<file path="config.mk">
export PLATFORM = sky130hd
export DESIGN_NAME = ssb_status_bank
export DESIGN_NICKNAME = d
export VERILOG_FILES = /design/src/hw/ssb_pkg.sv /design/src/hw/ssb_status_bank.sv /design/src/hw/ssb_sync.sv /design/src/hw/ssb_flag_bank.sv
export SDC_FILE = /design/constraint.sdc
export NUM_CORES = 1
export LEC_CHECK = 0
export BUFFER_PORTS_ARGS = -buffer_cell sky130_fd_sc_hd__buf_2
export CORE_ASPECT_RATIO = 0.5
export CORE_UTILIZATION = 60
export DETAILED_ROUTE_END_ITERATION = 12
export GPL_ROUTABILITY_DRIVEN = 0
export PLACE_DENSITY = 0.9
export SKIP_CTS_REPAIR_TIMING = 1
export SYNTH_ARGS = -nofsm -noshare
export SYNTH_HDL_FRONTEND = slang
export SYNTH_HIERARCHICAL = 1
export SYNTH_SLANG_ARGS = --single-unit
</file>
<file path="constraint.sdc">
create_clock -name CLOCK -period 4.37 [get_ports CLOCK]
set_input_delay 0.6555 -clock CLOCK [delete_from_list [all_inputs] [get_ports CLOCK]]
set_output_delay 0.6555 -clock CLOCK [all_outputs]
set_load 0.02 [all_outputs]
</file>
<file path="src/hw/ssb_pkg.sv">
// constants shared by the spi status register bank
package ssb_pkg;

    // frame layout
    localparam int unsigned ADDR_W = 3;
    localparam int unsigned DATA_W = 12;
    localparam int unsigned FRAME_W = 16;
    localparam logic [4:0] FRAME_BITS = 5'h10;
    localparam logic [4:0] CNT_MAX = 5'h1F;
    localparam int unsigned ADDR_LSB = 13;
    localparam int unsigned NORMAL_BIT = 12;

    // status register addresses
    localparam logic [2:0] ADDR_HEALTH = 3'h0;
    localparam logic [2:0] ADDR_GATE_LEVEL = 3'h1;
    localparam logic [2:0] ADDR_CH7 = 3'h2;
    localparam logic [2:0] ADDR_OVERLOAD = 3'h3;
    localparam logic [2:0] ADDR_CAL = 3'h4;
    localparam logic [2:0] ADDR_SWITCH_NODE = 3'h5;
    localparam logic [2:0] ADDR_UNUSED = 3'h6;
    localparam logic [2:0] ADDR_IDENT = 3'h7;

    // device health field positions
    localparam int unsigned TEST_BIT = 11;
    localparam int unsigned CLEARED_BIT = 10;
    localparam int unsigned FAILSAFE_BIT = 9;
    localparam int unsigned FRAME_ERR_BIT = 8;
    localparam int unsigned PUMP_LOW_BIT = 7;
    localparam int unsigned PUMP_FAIL_BIT = 6;
    localparam int unsigned UNDER_BIT = 5;
    localparam int unsigned OVER_BIT = 4;
    localparam int unsigned SUMMARY_BIT = 1;

    // channel 7 field positions
    localparam int unsigned CH7_HS_OVL_BIT = 3;
    localparam int unsigned CH7_LS_OVL_BIT = 2;
    localparam int unsigned CH7_HIGH_BIT = 1;
    localparam int unsigned CH7_LOW_BIT = 0;

    // calibration field positions
    localparam int unsigned CAL_READY_BIT = 8;
    localparam int unsigned RISE_DLY_LSB = 6;
    localparam int unsigned RISE_PC_LSB = 4;
    localparam int unsigned FALL_DLY_LSB = 2;
    localparam int unsigned FALL_PC_LSB = 0;

    // calibration result encodings
    localparam logic [1:0] RISE_DLY_BELOW_15 = 2'h0;
    localparam logic [1:0] RISE_DLY_15_85 = 2'h1;
    localparam logic [1:0] RISE_DLY_85_95 = 2'h2;
    localparam logic [1:0] RISE_DLY_ABOVE_95 = 2'h3;
    localparam logic [1:0] RISE_PC_BELOW_5 = 2'h0;
    localparam logic [1:0] RISE_PC_5_15 = 2'h1;
    localparam logic [1:0] RISE_PC_15_85 = 2'h2;
    localparam logic [1:0] RISE_PC_ABOVE_85 = 2'h3;
    localparam logic [1:0] FALL_DLY_ABOVE_85 = 2'h0;
    localparam logic [1:0] FALL_DLY_85_15 = 2'h1;
    localparam logic [1:0] FALL_DLY_15_5 = 2'h2;
    localparam logic [1:0] FALL_DLY_BELOW_5 = 2'h3;
    localparam logic [1:0] FALL_PC_ABOVE_95 = 2'h0;
    localparam logic [1:0] FALL_PC_95_85 = 2'h1;
    localparam logic [1:0] FALL_PC_85_15 = 2'h2;
    localparam logic [1:0] FALL_PC_BELOW_15 = 2'h3;

    // reset values
    localparam logic [2:0] SELECT_RESET = 3'h0;
    localparam logic [11:0] DATA_RESET = 12'h000;
    localparam logic [15:0] FRAME_RESET = 16'h0000;
    localparam logic [1:0] CAL_RESET = 2'h0;

    // number of latched health and overload flags
    localparam int unsigned HEALTH_W = 6;
    localparam int unsigned OVL_W = 14;

endpackage : ssb_pkg

</file>
<file path="src/hw/ssb_status_bank.sv">
// spi status register bank of a seven channel gate pre-driver
//
// Behaviour
// - top three frame bits carry register address
// - unused address returns twelve zero data bits
// - normal mode flag sits below address
// - flags latch until cause gone and read
// - health bit 11 shows test mode
// - health bit 10 set after entering normal
// - cleared flag resets after health register read
// - bit 9 mirrors failsafe, bit 8 frame error
// - pump low bit 7, pump fail blocks high
// - bit 5 supply under, bit 4 over
// - bit 1 overload summary, bits 3,2,0 zero
// - register 1 gives live gate levels 6..1
// - register 2 holds channel 7 bits
// - register 3 holds overload flags 6..1
// - calibration ready set, cleared by read
// - rising delay result in bits 7:6
// - rising precharge result in bits 5:4
// - falling delay result in bits 3:2
// - falling precharge result in bits 1:0
module ssb_status_bank #(
    parameter logic [11:0] DEVICE_ID = 12'h5A3 // arbitrary value
) (
    input wire logic CLOCK,
    input wire logic RESET_N,
    input wire logic SPI_SCLK,
    input wire logic SPI_CS_N,
    input wire logic SPI_SDI,
    output logic SPI_SDO,
    output logic SPI_SDO_OE,
    input wire logic FAILSAFE_PIN,
    input wire logic NORMAL_MODE,
    input wire logic TEST_MODE,
    input wire logic PUMP_LOW,
    input wire logic PUMP_FAIL,
    input wire logic SUPPLY_UNDER,
    input wire logic SUPPLY_OVER,
    input wire logic [6:0] GATE_HIGH,
    input wire logic [6:0] GATE_LOW,
    input wire logic [6:0] HIGH_SIDE_OVERLOAD,
    input wire logic [6:0] LOW_SIDE_OVERLOAD,
    input wire logic CAL_DONE,
    input wire logic [1:0] CAL_RISE_DELAY,
    input wire logic [1:0] CAL_RISE_PRECHARGE,
    input wire logic [1:0] CAL_FALL_DELAY,
    input wire logic [1:0] CAL_FALL_PRECHARGE,
    input wire logic [11:0] OUTPUT_STATUS,
    input wire logic [2:0] STATUS_SELECT,
    input wire logic STATUS_SELECT_HOLD,
    input wire logic STATUS_SELECT_WR,
    output logic HIGH_SIDE_BLOCK,
    output logic [15:0] RX_WORD,
    output logic RX_STROBE
);

    typedef enum logic {
        SSB_IDLE,
        SSB_FRAME
    } ssb_state_e;

    ssb_state_e state_q;
    logic [3:0] pins_s;
    logic sclk_s;
    logic cs_n_s;
    logic sdi_s;
    logic failsafe_s;
    logic sclk_prev_q;
    logic sclk_rise;
    logic sclk_fall;
    logic frame_start;
    logic frame_end;
    logic frame_good;
    logic frame_bad;
    logic [4:0] cnt_q;
    logic [15:0] tx_q;
    logic [15:0] rx_q;
    logic [2:0] sel_q;
    logic hold_q;
    logic [2:0] sent_addr_q;
    logic [11:0] sent_data_q;
    logic normal_prev_q;
    logic normal_entry;
    logic [11:0] data_mux;
    logic [13:0] gate_pairs;
    logic [13:0] ovl_set;
    logic [13:0] ovl_clr;
    logic [13:0] ovl_flags;
    logic [5:0] health_set;
    logic [5:0] health_clr;
    logic [5:0] health_flags;
    logic cal_ready;
    logic cal_clr;
    logic [1:0] rise_dly_q;
    logic [1:0] rise_pc_q;
    logic [1:0] fall_dly_q;
    logic [1:0] fall_pc_q;
    logic summary;
    logic read_health;
    logic read_ch7;
    logic read_ovl;
    logic read_cal;
    logic oe_q;
    logic rx_strobe_q;

    // spi pins and failsafe pin cross into the clock domain
    ssb_sync #(
        .W(4)
    ) u_sync (
        .clk(CLOCK),
        .rst_n(RESET_N),
        .async_in({FAILSAFE_PIN, SPI_SDI, ~SPI_CS_N, SPI_SCLK}),
        .sync_out(pins_s)
    );

    assign sclk_s = pins_s[0];
    assign cs_n_s = ~pins_s[1]; // inverted so reset reads deselected
    assign sdi_s = pins_s[2];
    assign failsafe_s = pins_s[3];

    // edge detection on the synchronised link clock
    always_ff @(posedge CLOCK) begin
        if (!RESET_N) begin
            sclk_prev_q <= 1'b0;
        end else begin
            sclk_prev_q <= sclk_s;
        end
    end

    assign sclk_rise = sclk_s & ~sclk_prev_q;
    assign sclk_fall = ~sclk_s & sclk_prev_q;
    assign frame_start = (state_q == SSB_IDLE) & ~cs_n_s;
    assign frame_end = (state_q == SSB_FRAME) & cs_n_s;
    assign frame_good = frame_end & (cnt_q == ssb_pkg::FRAME_BITS);
    assign frame_bad = frame_end & (cnt_q != ssb_pkg::FRAME_BITS);

    // frame state
    always_ff @(posedge CLOCK) begin
        if (!RESET_N) begin
            state_q <= SSB_IDLE;
        end else begin
            case (state_q)
                SSB_IDLE: begin
                    if (frame_start) begin
                        state_q <= SSB_FRAME;
                    end
                end
                SSB_FRAME: begin
                    if (frame_end) begin
                        state_q <= SSB_IDLE;
                    end
                end
                default: begin
                    state_q <= SSB_IDLE;
                end
            endcase
        end
    end

    // count of rising clock edges in the frame, saturating
    always_ff @(posedge CLOCK) begin
        if (!RESET_N) begin
            cnt_q <= 5'h00;
        end else if (frame_start) begin
            cnt_q <= 5'h00;
        end else if (state_q == SSB_FRAME && sclk_rise &&
                     cnt_q != ssb_pkg::CNT_MAX) begin
            cnt_q <= cnt_q + 5'h01;
        end
    end

    // output shift register, msb first, changes on falling edge
    always_ff @(posedge CLOCK) begin
        if (!RESET_N) begin
            tx_q <= ssb_pkg::FRAME_RESET;
        end else if (frame_start) begin
            tx_q <= {sel_q, NORMAL_MODE, data_mux};
        end else if (state_q == SSB_FRAME && sclk_fall) begin
            tx_q <= {tx_q[14:0], 1'b0};
        end else if (state_q == SSB_IDLE) begin
            tx_q <= ssb_pkg::FRAME_RESET;
        end
    end

    // data output enabled while chip select is low
    always_ff @(posedge CLOCK) begin
        if (!RESET_N) begin
            oe_q <= 1'b0;
        end else begin
            oe_q <= frame_start | ((state_q == SSB_FRAME) & ~frame_end);
        end
    end

    assign SPI_SDO = tx_q[15];
    assign SPI_SDO_OE = oe_q;

    // input shift register sampled on rising edge
    always_ff @(posedge CLOCK) begin
        if (!RESET_N) begin
            rx_q <= ssb_pkg::FRAME_RESET;
        end else if (state_q == SSB_FRAME && sclk_rise) begin
            rx_q <= {rx_q[14:0], sdi_s};
        end
    end

    // received word handed on after a complete frame
    always_ff @(posedge CLOCK) begin
        if (!RESET_N) begin
            RX_WORD <= ssb_pkg::FRAME_RESET;
            rx_strobe_q <= 1'b0;
        end else begin
            rx_strobe_q <= frame_good;
            if (frame_good) begin
                RX_WORD <= rx_q;
            end
        end
    end

    assign RX_STROBE = rx_strobe_q;

    // snapshot of what the frame reports, used for clear on read
    always_ff @(posedge CLOCK) begin
        if (!RESET_N) begin
            sent_addr_q <= ssb_pkg::SELECT_RESET;
            sent_data_q <= ssb_pkg::DATA_RESET;
        end else if (frame_start) begin
            sent_addr_q <= sel_q;
            sent_data_q <= data_mux;
        end
    end

    // register selection; single reads fall back to health register
    always_ff @(posedge CLOCK) begin
        if (!RESET_N) begin
            sel_q <= ssb_pkg::SELECT_RESET;
            hold_q <= 1'b0;
        end else if (STATUS_SELECT_WR) begin
            sel_q <= STATUS_SELECT;
            hold_q <= STATUS_SELECT_HOLD;
        end else if (frame_good && !hold_q) begin
            sel_q <= ssb_pkg::ADDR_HEALTH;
        end
    end

    // normal mode entry detection
    always_ff @(posedge CLOCK) begin
        if (!RESET_N) begin
            normal_prev_q <= 1'b0;
        end else begin
            normal_prev_q <= NORMAL_MODE;
        end
    end

    assign normal_entry = NORMAL_MODE & ~normal_prev_q;

    // which register a completed frame has read
    assign read_health = frame_good & (sent_addr_q == ssb_pkg::ADDR_HEALTH);
    assign read_ch7 = frame_good & (sent_addr_q == ssb_pkg::ADDR_CH7);
    assign read_ovl = frame_good & (sent_addr_q == ssb_pkg::ADDR_OVERLOAD);
    assign read_cal = frame_good & (sent_addr_q == ssb_pkg::ADDR_CAL);

    // health flags: cleared flag, frame error, pump, supply
    assign health_set = {normal_entry, frame_bad, PUMP_LOW, PUMP_FAIL,
                         SUPPLY_UNDER, SUPPLY_OVER};
    assign health_clr = {6{read_health}} &
                        {sent_data_q[ssb_pkg::CLEARED_BIT],
                         sent_data_q[ssb_pkg::FRAME_ERR_BIT],
                         sent_data_q[ssb_pkg::PUMP_LOW_BIT],
                         sent_data_q[ssb_pkg::PUMP_FAIL_BIT],
                         sent_data_q[ssb_pkg::UNDER_BIT],
                         sent_data_q[ssb_pkg::OVER_BIT]};

    ssb_flag_bank #(
        .W(ssb_pkg::HEALTH_W)
    ) u_health (
        .clk(CLOCK),
        .rst_n(RESET_N),
        .set(health_set),
        .clr(health_clr),
        .flags(health_flags)
    );

    // pump failure blocks high-side pre-driver activation
    assign HIGH_SIDE_BLOCK = health_flags[2];

    // per channel high/low pairs, high side in the upper bit
    genvar ch;
    generate
        for (ch = 0; ch < 7; ch++) begin : g_pair
            assign gate_pairs[2*ch+1] = GATE_HIGH[ch];
            assign gate_pairs[2*ch] = GATE_LOW[ch];
            assign ovl_set[2*ch+1] = HIGH_SIDE_OVERLOAD[ch];
            assign ovl_set[2*ch] = LOW_SIDE_OVERLOAD[ch];
        end
    endgenerate

    // overload flags of channels 1..6 clear by register 3,
    // channel 7 by register 2, each only where it was reported
    assign ovl_clr = {{2{read_ch7}} &
                      sent_data_q[ssb_pkg::CH7_HS_OVL_BIT:
                                  ssb_pkg::CH7_LS_OVL_BIT],
                      {12{read_ovl}} & sent_data_q};

    ssb_flag_bank #(
        .W(ssb_pkg::OVL_W)
    ) u_overload (
        .clk(CLOCK),
        .rst_n(RESET_N),
        .set(ovl_set),
        .clr(ovl_clr),
        .flags(ovl_flags)
    );

    assign summary = |ovl_flags;

    // calibration results captured when a calibration completes
    always_ff @(posedge CLOCK) begin
        if (!RESET_N) begin
            rise_dly_q <= ssb_pkg::CAL_RESET;
            rise_pc_q <= ssb_pkg::CAL_RESET;
            fall_dly_q <= ssb_pkg::CAL_RESET;
            fall_pc_q <= ssb_pkg::CAL_RESET;
        end else if (CAL_DONE) begin
            rise_dly_q <= CAL_RISE_DELAY;
            rise_pc_q <= CAL_RISE_PRECHARGE;
            fall_dly_q <= CAL_FALL_DELAY;
            fall_pc_q <= CAL_FALL_PRECHARGE;
        end
    end

    // ready flag cleared after a read that reported it
    assign cal_clr = read_cal & sent_data_q[ssb_pkg::CAL_READY_BIT];

    ssb_flag_bank #(
        .W(1)
    ) u_cal_ready (
        .clk(CLOCK),
        .rst_n(RESET_N),
        .set(CAL_DONE),
        .clr(cal_clr),
        .flags(cal_ready)
    );

    // data field of the selected register
    always_comb begin
        data_mux = ssb_pkg::DATA_RESET;
        case (sel_q)
            ssb_pkg::ADDR_HEALTH: begin
                data_mux[ssb_pkg::TEST_BIT] = TEST_MODE;
                data_mux[ssb_pkg::CLEARED_BIT] = health_flags[5];
                data_mux[ssb_pkg::FAILSAFE_BIT] = failsafe_s;
                data_mux[ssb_pkg::FRAME_ERR_BIT] = health_flags[4];
                data_mux[ssb_pkg::PUMP_LOW_BIT] = health_flags[3];
                data_mux[ssb_pkg::PUMP_FAIL_BIT] = health_flags[2];
                data_mux[ssb_pkg::UNDER_BIT] = health_flags[1];
                data_mux[ssb_pkg::OVER_BIT] = health_flags[0];
                data_mux[ssb_pkg::SUMMARY_BIT] = summary;
            end
            ssb_pkg::ADDR_GATE_LEVEL: begin
                data_mux = gate_pairs[11:0];
            end
            ssb_pkg::ADDR_CH7: begin
                data_mux[ssb_pkg::CH7_HS_OVL_BIT] = ovl_flags[13];
                data_mux[ssb_pkg::CH7_LS_OVL_BIT] = ovl_flags[12];
                data_mux[ssb_pkg::CH7_HIGH_BIT] = GATE_HIGH[6];
                data_mux[ssb_pkg::CH7_LOW_BIT] = GATE_LOW[6];
            end
            ssb_pkg::ADDR_OVERLOAD: begin
                data_mux = ovl_flags[11:0];
            end
            ssb_pkg::ADDR_CAL: begin
                data_mux[ssb_pkg::CAL_READY_BIT] = cal_ready;
                data_mux[ssb_pkg::RISE_DLY_LSB+:2] = rise_dly_q;
                data_mux[ssb_pkg::RISE_PC_LSB+:2] = rise_pc_q;
                data_mux[ssb_pkg::FALL_DLY_LSB+:2] = fall_dly_q;
                data_mux[ssb_pkg::FALL_PC_LSB+:2] = fall_pc_q;
            end
            ssb_pkg::ADDR_SWITCH_NODE: begin
                data_mux = OUTPUT_STATUS;
            end
            ssb_pkg::ADDR_UNUSED: begin
                data_mux = ssb_pkg::DATA_RESET;
            end
            ssb_pkg::ADDR_IDENT: begin
                data_mux = TEST_MODE ? ssb_pkg::DATA_RESET : DEVICE_ID;
            end
            default: begin
                data_mux = ssb_pkg::DATA_RESET;
            end
        endcase
    end

endmodule : ssb_status_bank

</file>
<file path="src/hw/ssb_sync.sv">
// two flip-flop synchroniser for pin inputs
module ssb_sync #(
    parameter int unsigned W = 4
) (
    input wire logic clk,
    input wire logic rst_n,
    input wire logic [W-1:0] async_in,
    output logic [W-1:0] sync_out
);

    logic [W-1:0] meta_q;

    // first stage is read only by the second
    always_ff @(posedge clk) begin
        if (!rst_n) begin
            meta_q <= '0;
            sync_out <= '0;
        end else begin
            meta_q <= async_in;
            sync_out <= meta_q;
        end
    end

endmodule : ssb_sync

</file>
<file path="src/hw/ssb_flag_bank.sv">
// bank of latched diagnostic flags, set beats clear
module ssb_flag_bank #(
    parameter int unsigned W = 1
) (
    input wire logic clk,
    input wire logic rst_n,
    input wire logic [W-1:0] set,
    input wire logic [W-1:0] clr,
    output logic [W-1:0] flags
);

    // a flag holds until its cause is gone and it was read
    always_ff @(posedge clk) begin
        if (!rst_n) begin
            flags <= '0;
        end else begin
            flags <= set | (flags & ~clr);
        end
    end

endmodule : ssb_flag_bank

</file>
==> results of run 1 <==
state kept, by name (all words and copies together), names as in the netlist, 3 cells and up:
signal / count
tx_q: 16
u_overload/flags: 14
u_health/flags: 6
u_sync/sync_out: 4
rx_q: 16
sent_data_q: 12
sent_addr_q: 3
cnt_q: 5
RX_WORD: 16
sel_q: 3
u_sync/meta_q: 4
logic make-up after synthesis:
logic type / Yosys count / share of synthesized area
AO/OA/AOI/OAI: 128 / 0.165
flip-flops: 114 / 0.474
XOR/XNOR: 3 / 0.00545
multiplexers: 26 / 0.0633
AND/OR/NAND/NOR: 226 / 0.244
adder cells (fa/ha/maj): 3 / 0.00779
buffers and inverters: 43 / 0.0413
Yosys cell counts (all sizes together), types with 4 or more instances:
cell type,n
a21oi,58
a31oi,6
nand2b,6
nor2,24
nand3,6
dfxtp,114
clkbuf,20
buf,15
nor4,4
nor2b,29
and3,12
o22ai,7
nand2,98
inv,8
o21a,21
mux2i,20
o21ai,15
and2,31
a221o,5
nor3,4
stage by stage:
stage	cells	utilization
6_report	736	0.776
5_1_grt	736	0.776
4_1_cts	736	0.776
3_5_place_dp	704	0.694
3_3_place_gp	704	0.694
2_1_floorplan	543	-
path summary, 6_finish.rpt:
path	to	slack (ns)	cells after the start
setup reg to reg	u_overload/flags[0]	1.24	6
hold / removal	u_sync/sync_out[1]	0.43	1
setup / recovery	u_overload/flags[0]	1.24	6
hold reg to reg	u_sync/sync_out[1]	0.43	1
metal layers:
metal / vias to the layer above / share of wire
met5: - / 0
li1: 2010 / -
met1: 2045 / 0.40
met2: 272 / 0.46
met3: 46 / 0.10
met4: 0 / 0.030
layout by cell type, fill, tap and decap left out, types with 15 or more instances in the layout:
master,Yosys,layout
buf_2,10,85
nor2_1,24,24
nor2b_1,22,22
o21a_1,21,21
mux2i_1,20,20
dfxtp_1,114,114
nand2_1,98,98
clkbuf_16,0,17
and2_1,31,31
o21ai_0,15,15
a21oi_1,58,58
cell type report:
class / instances / area [um2]
Clock buffer: 19 / 453
Clock inverter: 13 / 160
Fill cell: 534 / 1690
Inverter: 8 / 32.5
Multi-Input combinational cell: 386 / 2340
Sequential cell: 114 / 2280
Tap cell: 108 / 135
Timing Repair Buffer: 88 / 448
power by group:
group	total [uW]	switching, uW	internal, uW
combinational	156	78.8	77.7
clock	1420	497	923
sequential	1100	32.1	1070
total	2680	608	2070
==> metrics.txt, run 1 <==
CP max FO=24; detailed-route wire length=13000 um; FMAX=0.320 GHz; crit start category=register; Hold Worst Slack=0.431 ns; Cell Rows=22; Final Hold Fails=0; EDFF count, synth=0; Worst Min Path Start=u_sync/meta_q[1]; Longest Clk Path Bufs=2; Synth Instances=543; Seq/Total Area, Yosys=0.474; ys flop type=dfxtp_1; CTS clock-pin slew for the worst setup and hold paths=0.06 ns; DRT iter0 DRCs=413; GRT overflow=0; setup_tns=0 ns; GR peak layer=met2; clock sinks=114; CTS buffer count=17; Die H=65.4 um; DP HPWL=7930 um; DR vias=4373; Initial Util=0.639; n_diodes=0; io pins=86; Total Power=2680 uW; largest net degree at the start of global routing=42; Mean Syn Cell Area=8.88 um2; # H-tree levels=4; Final ANT Viol Nets=0; crit path buf inv count=0; syn_nets=612; met1 GRT Util=0.390; core footprint=7540 um2; warnings from Yosys=6; Worst Slack Setup Final=1.24 ns; max-cap violations=0; Worst setup EP type=register; met2 usage=0.537; critical path class=register to register; full die area=8420 um2; outcome=completed; number of synthesized register bits=114; pre-CTS setup slack=1.40 ns; fin. max-slew vios=0; post-synth top area cell=dfxtp_1; top cell type's share of synthesized area=0.474; Residual DRC=0; Tmin final=3.13 ns; Worst slew margin=0.228; vias per cell=5.94; critical path, cell by cell=nor2b_1, nand2_1, nor3_1, and2_1, nor2b_1, o21a_1; Tot GR Track Use=0.326; CTS root buf=clkbuf_16; Wirelength per Cell=17.6 um; DRT Pass-1 Iters=5; leakage=0.00241 uW; most used cell, CP=nor2b_1; die width=129 um; Post-DP Area=5240 um2; fin crit share=0.715; share of layout cells above drive strength 1=0.218; P&R area growth vs syn=21.4%; reg2reg start=state_q; TritonCTS clock tree=done; RSZ-0062 raised after global routing=false; Async SR Flop Fraction=0; initial antenna violation count=0; Critical Path RT=4.68 ns; IO Port Bufs=85; delay of the slowest cell on the worst path=1.09 ns; vias in the first global route=4045; first-pass GRT wire length=20300 um; Synth cell types=49; CP Launch Point=state_q; design area=5850 um2; Tightest Pin Transition=1.16 ns; clock skew=0.00764 ns; top cells by area, synth=dfxtp_1 47%, nand2_1 7.6%, a21oi_1 6.0%; nets=684; Peak VDD IR=0.279 mV; final setup fails=0; worst hold-check path type=register to register; GR Util met3=0.0928; later-pin clock latency in the skew report=0.41 ns; pwr dens=458 nW/um2; Critical-path top delay cell=nor3_1; Worst EP arrival=3.44 ns; Mapped Area=4820 um2; Top Family by Delay on Critical Path=simple AND/OR/NAND/NOR gates
(Power assumes the default switching activity.)
==> inputs of run 2 (changes only) <==
--- a/config.mk
+++ b/config.mk
@@ -5,12 +5,13 @@
 export SDC_FILE = /design/constraint.sdc
 export NUM_CORES = 1
 export LEC_CHECK = 0
+export ABC_AREA = 1
 export BUFFER_PORTS_ARGS = -buffer_cell sky130_fd_sc_hd__buf_2
 export CORE_ASPECT_RATIO = 0.5
-export CORE_UTILIZATION = 60
+export CORE_UTILIZATION = 50
 export DETAILED_ROUTE_END_ITERATION = 12
 export GPL_ROUTABILITY_DRIVEN = 0
-export PLACE_DENSITY = 0.9
+export PLACE_DENSITY = 0.8
 export SKIP_CTS_REPAIR_TIMING = 1
 export SYNTH_ARGS = -nofsm -noshare
 export SYNTH_HDL_FRONTEND = slang
==> constraint.sdc (replaced) <==
create_clock -name CLOCK -period 2.7 [get_ports CLOCK]
set_input_delay 0.405 -clock CLOCK [delete_from_list [all_inputs] [get_ports CLOCK]]
set_output_delay 0.405 -clock CLOCK [all_outputs]
set_load 0.02 [all_outputs]
==> run 2 against run 1 <==
Critical path type unchanged. The flow now finishes with violations (DRC). Sequential share of layout area is 1.1 points lower. Via count grew 7.8%. Wire length shrank 6.7%. Clock skew up 0.00090 ns. Critical path depth up 5. Highest routed layer unchanged. Register-to-register slack lost 0.46 ns.
==> metrics.txt, run 2 <==
EDFF count, synth=0 (unchanged); core footprint=9480 um2 (+26%); design area=6020 um2 (+2.9%); # H-tree levels=4 (unchanged); Synth Instances=714 (+31%); met2 usage=0.404 (-0.134); Hold Worst Slack=0.174 ns (-0.256 ns); io pins=86 (unchanged); r2r worst-path depth=11 (+5); DP HPWL=8360 um (+5.4%); fin crit share=0.710 (-0.00495); commonest non-fill, non-tap cell in the layout=nand2_1; Worst Min Path Start=SPI_SDI; met1 GRT Util=0.316 (-0.0741); warnings from Yosys=6 (unchanged); vias per cell=4.97 (-16%); pwr dens=712 nW/um2 (+55%); clock skew=0.00855 ns (+0.000904 ns); Final Hold Fails=0 (unchanged); CTS clock-pin slew for the worst setup and hold paths=0.06 ns (about the same); top cells by count, synth=165 x nand2_1, 138 x inv_1, 114 x dfxtp_1; syn_nets=783 (+28%); fin. max-slew vios=0 (unchanged); Cell Rows=25 (+14%); Placed Cells=917 (+30%); fillcell total=859 (+61%); Post-DP Area=5420 um2 (+3.4%); max-cap violations=0 (unchanged); Worst EP arrival=2.21 ns (-1.23 ns); Initial Util=0.517 (-0.122); count leader, synth=nand2_1; nets=870 (+27%); Longest Clk Path Bufs=2 (unchanged); post-synth top area cell=dfxtp_1; FF+latch area=2280 um2 (unchanged); Mean Syn Cell Area=6.87 um2 (-23%); Critical Path RT=2.99 ns (-1.69 ns); Async SR Flop Fraction=0 (unchanged); TritonCTS clock tree=done; top flop regs=RX_WORD (16), rx_q (16), tx_q (16); die width=142 um (+10%); detailed-route wire length=12100 um (-6.7%); outcome=finished with violations; GRT overflow=0 (unchanged); top cells by area, synth=dfxtp_1 47%, nand2_1 13%, inv_1 11%; share of layout cells above drive strength 1=0.181 (-0.0376); top cell type's share of synthesized area=0.465 (-0.00821); Mapped Area=4900 um2 (+1.8%); GR peak layer=met2; ys flop type=dfxtp_1; Wirelength per Cell=12.8 um (-28%); full die area=10200 um2 (+22%); flop-to-flop setup slack=0.78 ns (-0.46 ns); vias in the first global route=4272 (+5.6%); failing checks=DRC; reg2reg start=cnt_q[0]; multi-input combinational cell area=1950 um2 (-17%); DRT Pass-1 Iters=9 (+4); Seq/Total Area, Yosys=0.465 (-0.00821); first-pass GRT wire length=19600 um (-3.0%); Finished Core Util=0.635 (-0.140); P&R area growth vs syn=22.7%; number of synthesized register bits=114 (unchanged); Synth cell types=28 (-43%); FMAX=0.521 GHz (+63%); Worst setup EP type=register; RSZ-0062 raised after global routing=false; DR vias=4713 (+7.8%); CTS root buf=clkbuf_16; n_diodes=0 (unchanged); CTS buffer count=17 (unchanged); Final Instance Count excl. Fillers=949 (+29%); Peak VDD IR=0.516 mV (+85%); hold path cells=3 (+2); leakage=0.00284 uW (+18%); Worst slew margin=0.614 (+0.386); largest net degree at the start of global routing=63 (+50%); CP max FO=12 (-50%); Tot GR Track Use=0.252 (-0.0743); Final ANT Viol Nets=0 (unchanged); crit start category=register; IO Port Bufs=85 (unchanged); DRT iter0 DRCs=343 (-17%); clock sinks=114 (unchanged); commonest cells after routing, fill and taps aside=165 x nand2_1, 138 x inv_1, 114 x dfxtp_1; final setup fails=0 (unchanged); Die H=72.0 um (+10%); GR Util met3=0.0792 (-0.0136); setup_tns=0 ns (unchanged); Hold EP=u_sync/meta_q[2]; r2r endpoint=u_overload/flags[9]; Residual DRC=2 (+2); Tightest Pin Transition=0.578 ns (-0.579 ns); worst hold-check path type=input pin to register; Tmin final=1.92 ns (-1.21 ns); initial antenna violation count=0 (unchanged); critical path class=register to register; later-pin clock latency in the skew report=0.41 ns (about the same)
[run 2: cell types whose count changed in the layout (fill, tap and decap cells not counted), sizes merged, moves of 8 or more]
cell and delta:
a21oi -8, nor2 +74, nand2 +67, o21ai +50, o21a -21, and3 -12, nor2b -29, inv +143
and2 -31, mux2i -20, nand3 +10
[run 2: worst max-delay path, cell delays in order (launching register included)]
cell	delay [ns]
dfxtp_1	0.33
inv_1	0.10
ha_1	0.15
nand2_1	0.05
inv_1	0.07
nand3_2	0.10
nor2_2	0.12
nand3_1	0.42
nor2_1	0.25
inv_1	0.07
nand2_1	0.09
a21oi_2	0.06
[run 2: cell families (layout without fill, tap and decap cells)]
group | after synthesis | in the layout | share of synthesized area
AND/OR/NAND/NOR | 293 | 293 | 0.239
buffers and inverters | 170 | 270 | 0.137
AO/OA/AOI/OAI | 134 | 134 | 0.151
flip-flops | 114 | 114 | 0.465
adder cells (fa/ha/maj) | 3 | 3 | 0.00765
[run 2: worst max path at each step]
stage	startpoint	end	cells past startpoint
5_1_grt	cnt_q[0]	u_overload/flags[9]	11
3_5_place_dp	cnt_q[0]	u_overload/flags[9]	11
2_1_floorplan	cnt_q[0]	u_cal_ready/flags	11
6_report	cnt_q[0]	u_overload/flags[9]	11
3_3_place_gp	cnt_q[0]	u_overload/flags[2]	11
4_1_cts	cnt_q[0]	u_overload/flags[9]	11
[run 2: area by class of cell]
type	instances	share of cell area
Sequential cell	114	0.379
Multi-Input combinational cell	430	0.324
Inverter	149	0.0929
Timing Repair Buffer	89	0.0757
Clock buffer	19	0.0752
Tap cell	135	0.0281
Clock inverter	13	0.0249
[run 2: power by group]
group | switching, uW | internal, uW
clock network | 843 | 1420
registers | 35.1 | 1730
logic | 160 | 95.3
total | 1040 | 3250
[run 2: per-stage QoR]
stage	power, uW	setup slack, ns
finish	4290	0.782
global route	4430	0.617
CTS	4300	0.844
detailed placement	2050	0.894
global placement	2050	0.945
floorplan	1950	1.26
[run 2: metal layers]
layer,routed length [um],vias up
met1,5550,2101
li1,-,2374
met2,5270,215
met5,0,-
met4,227,0
met3,1060,23
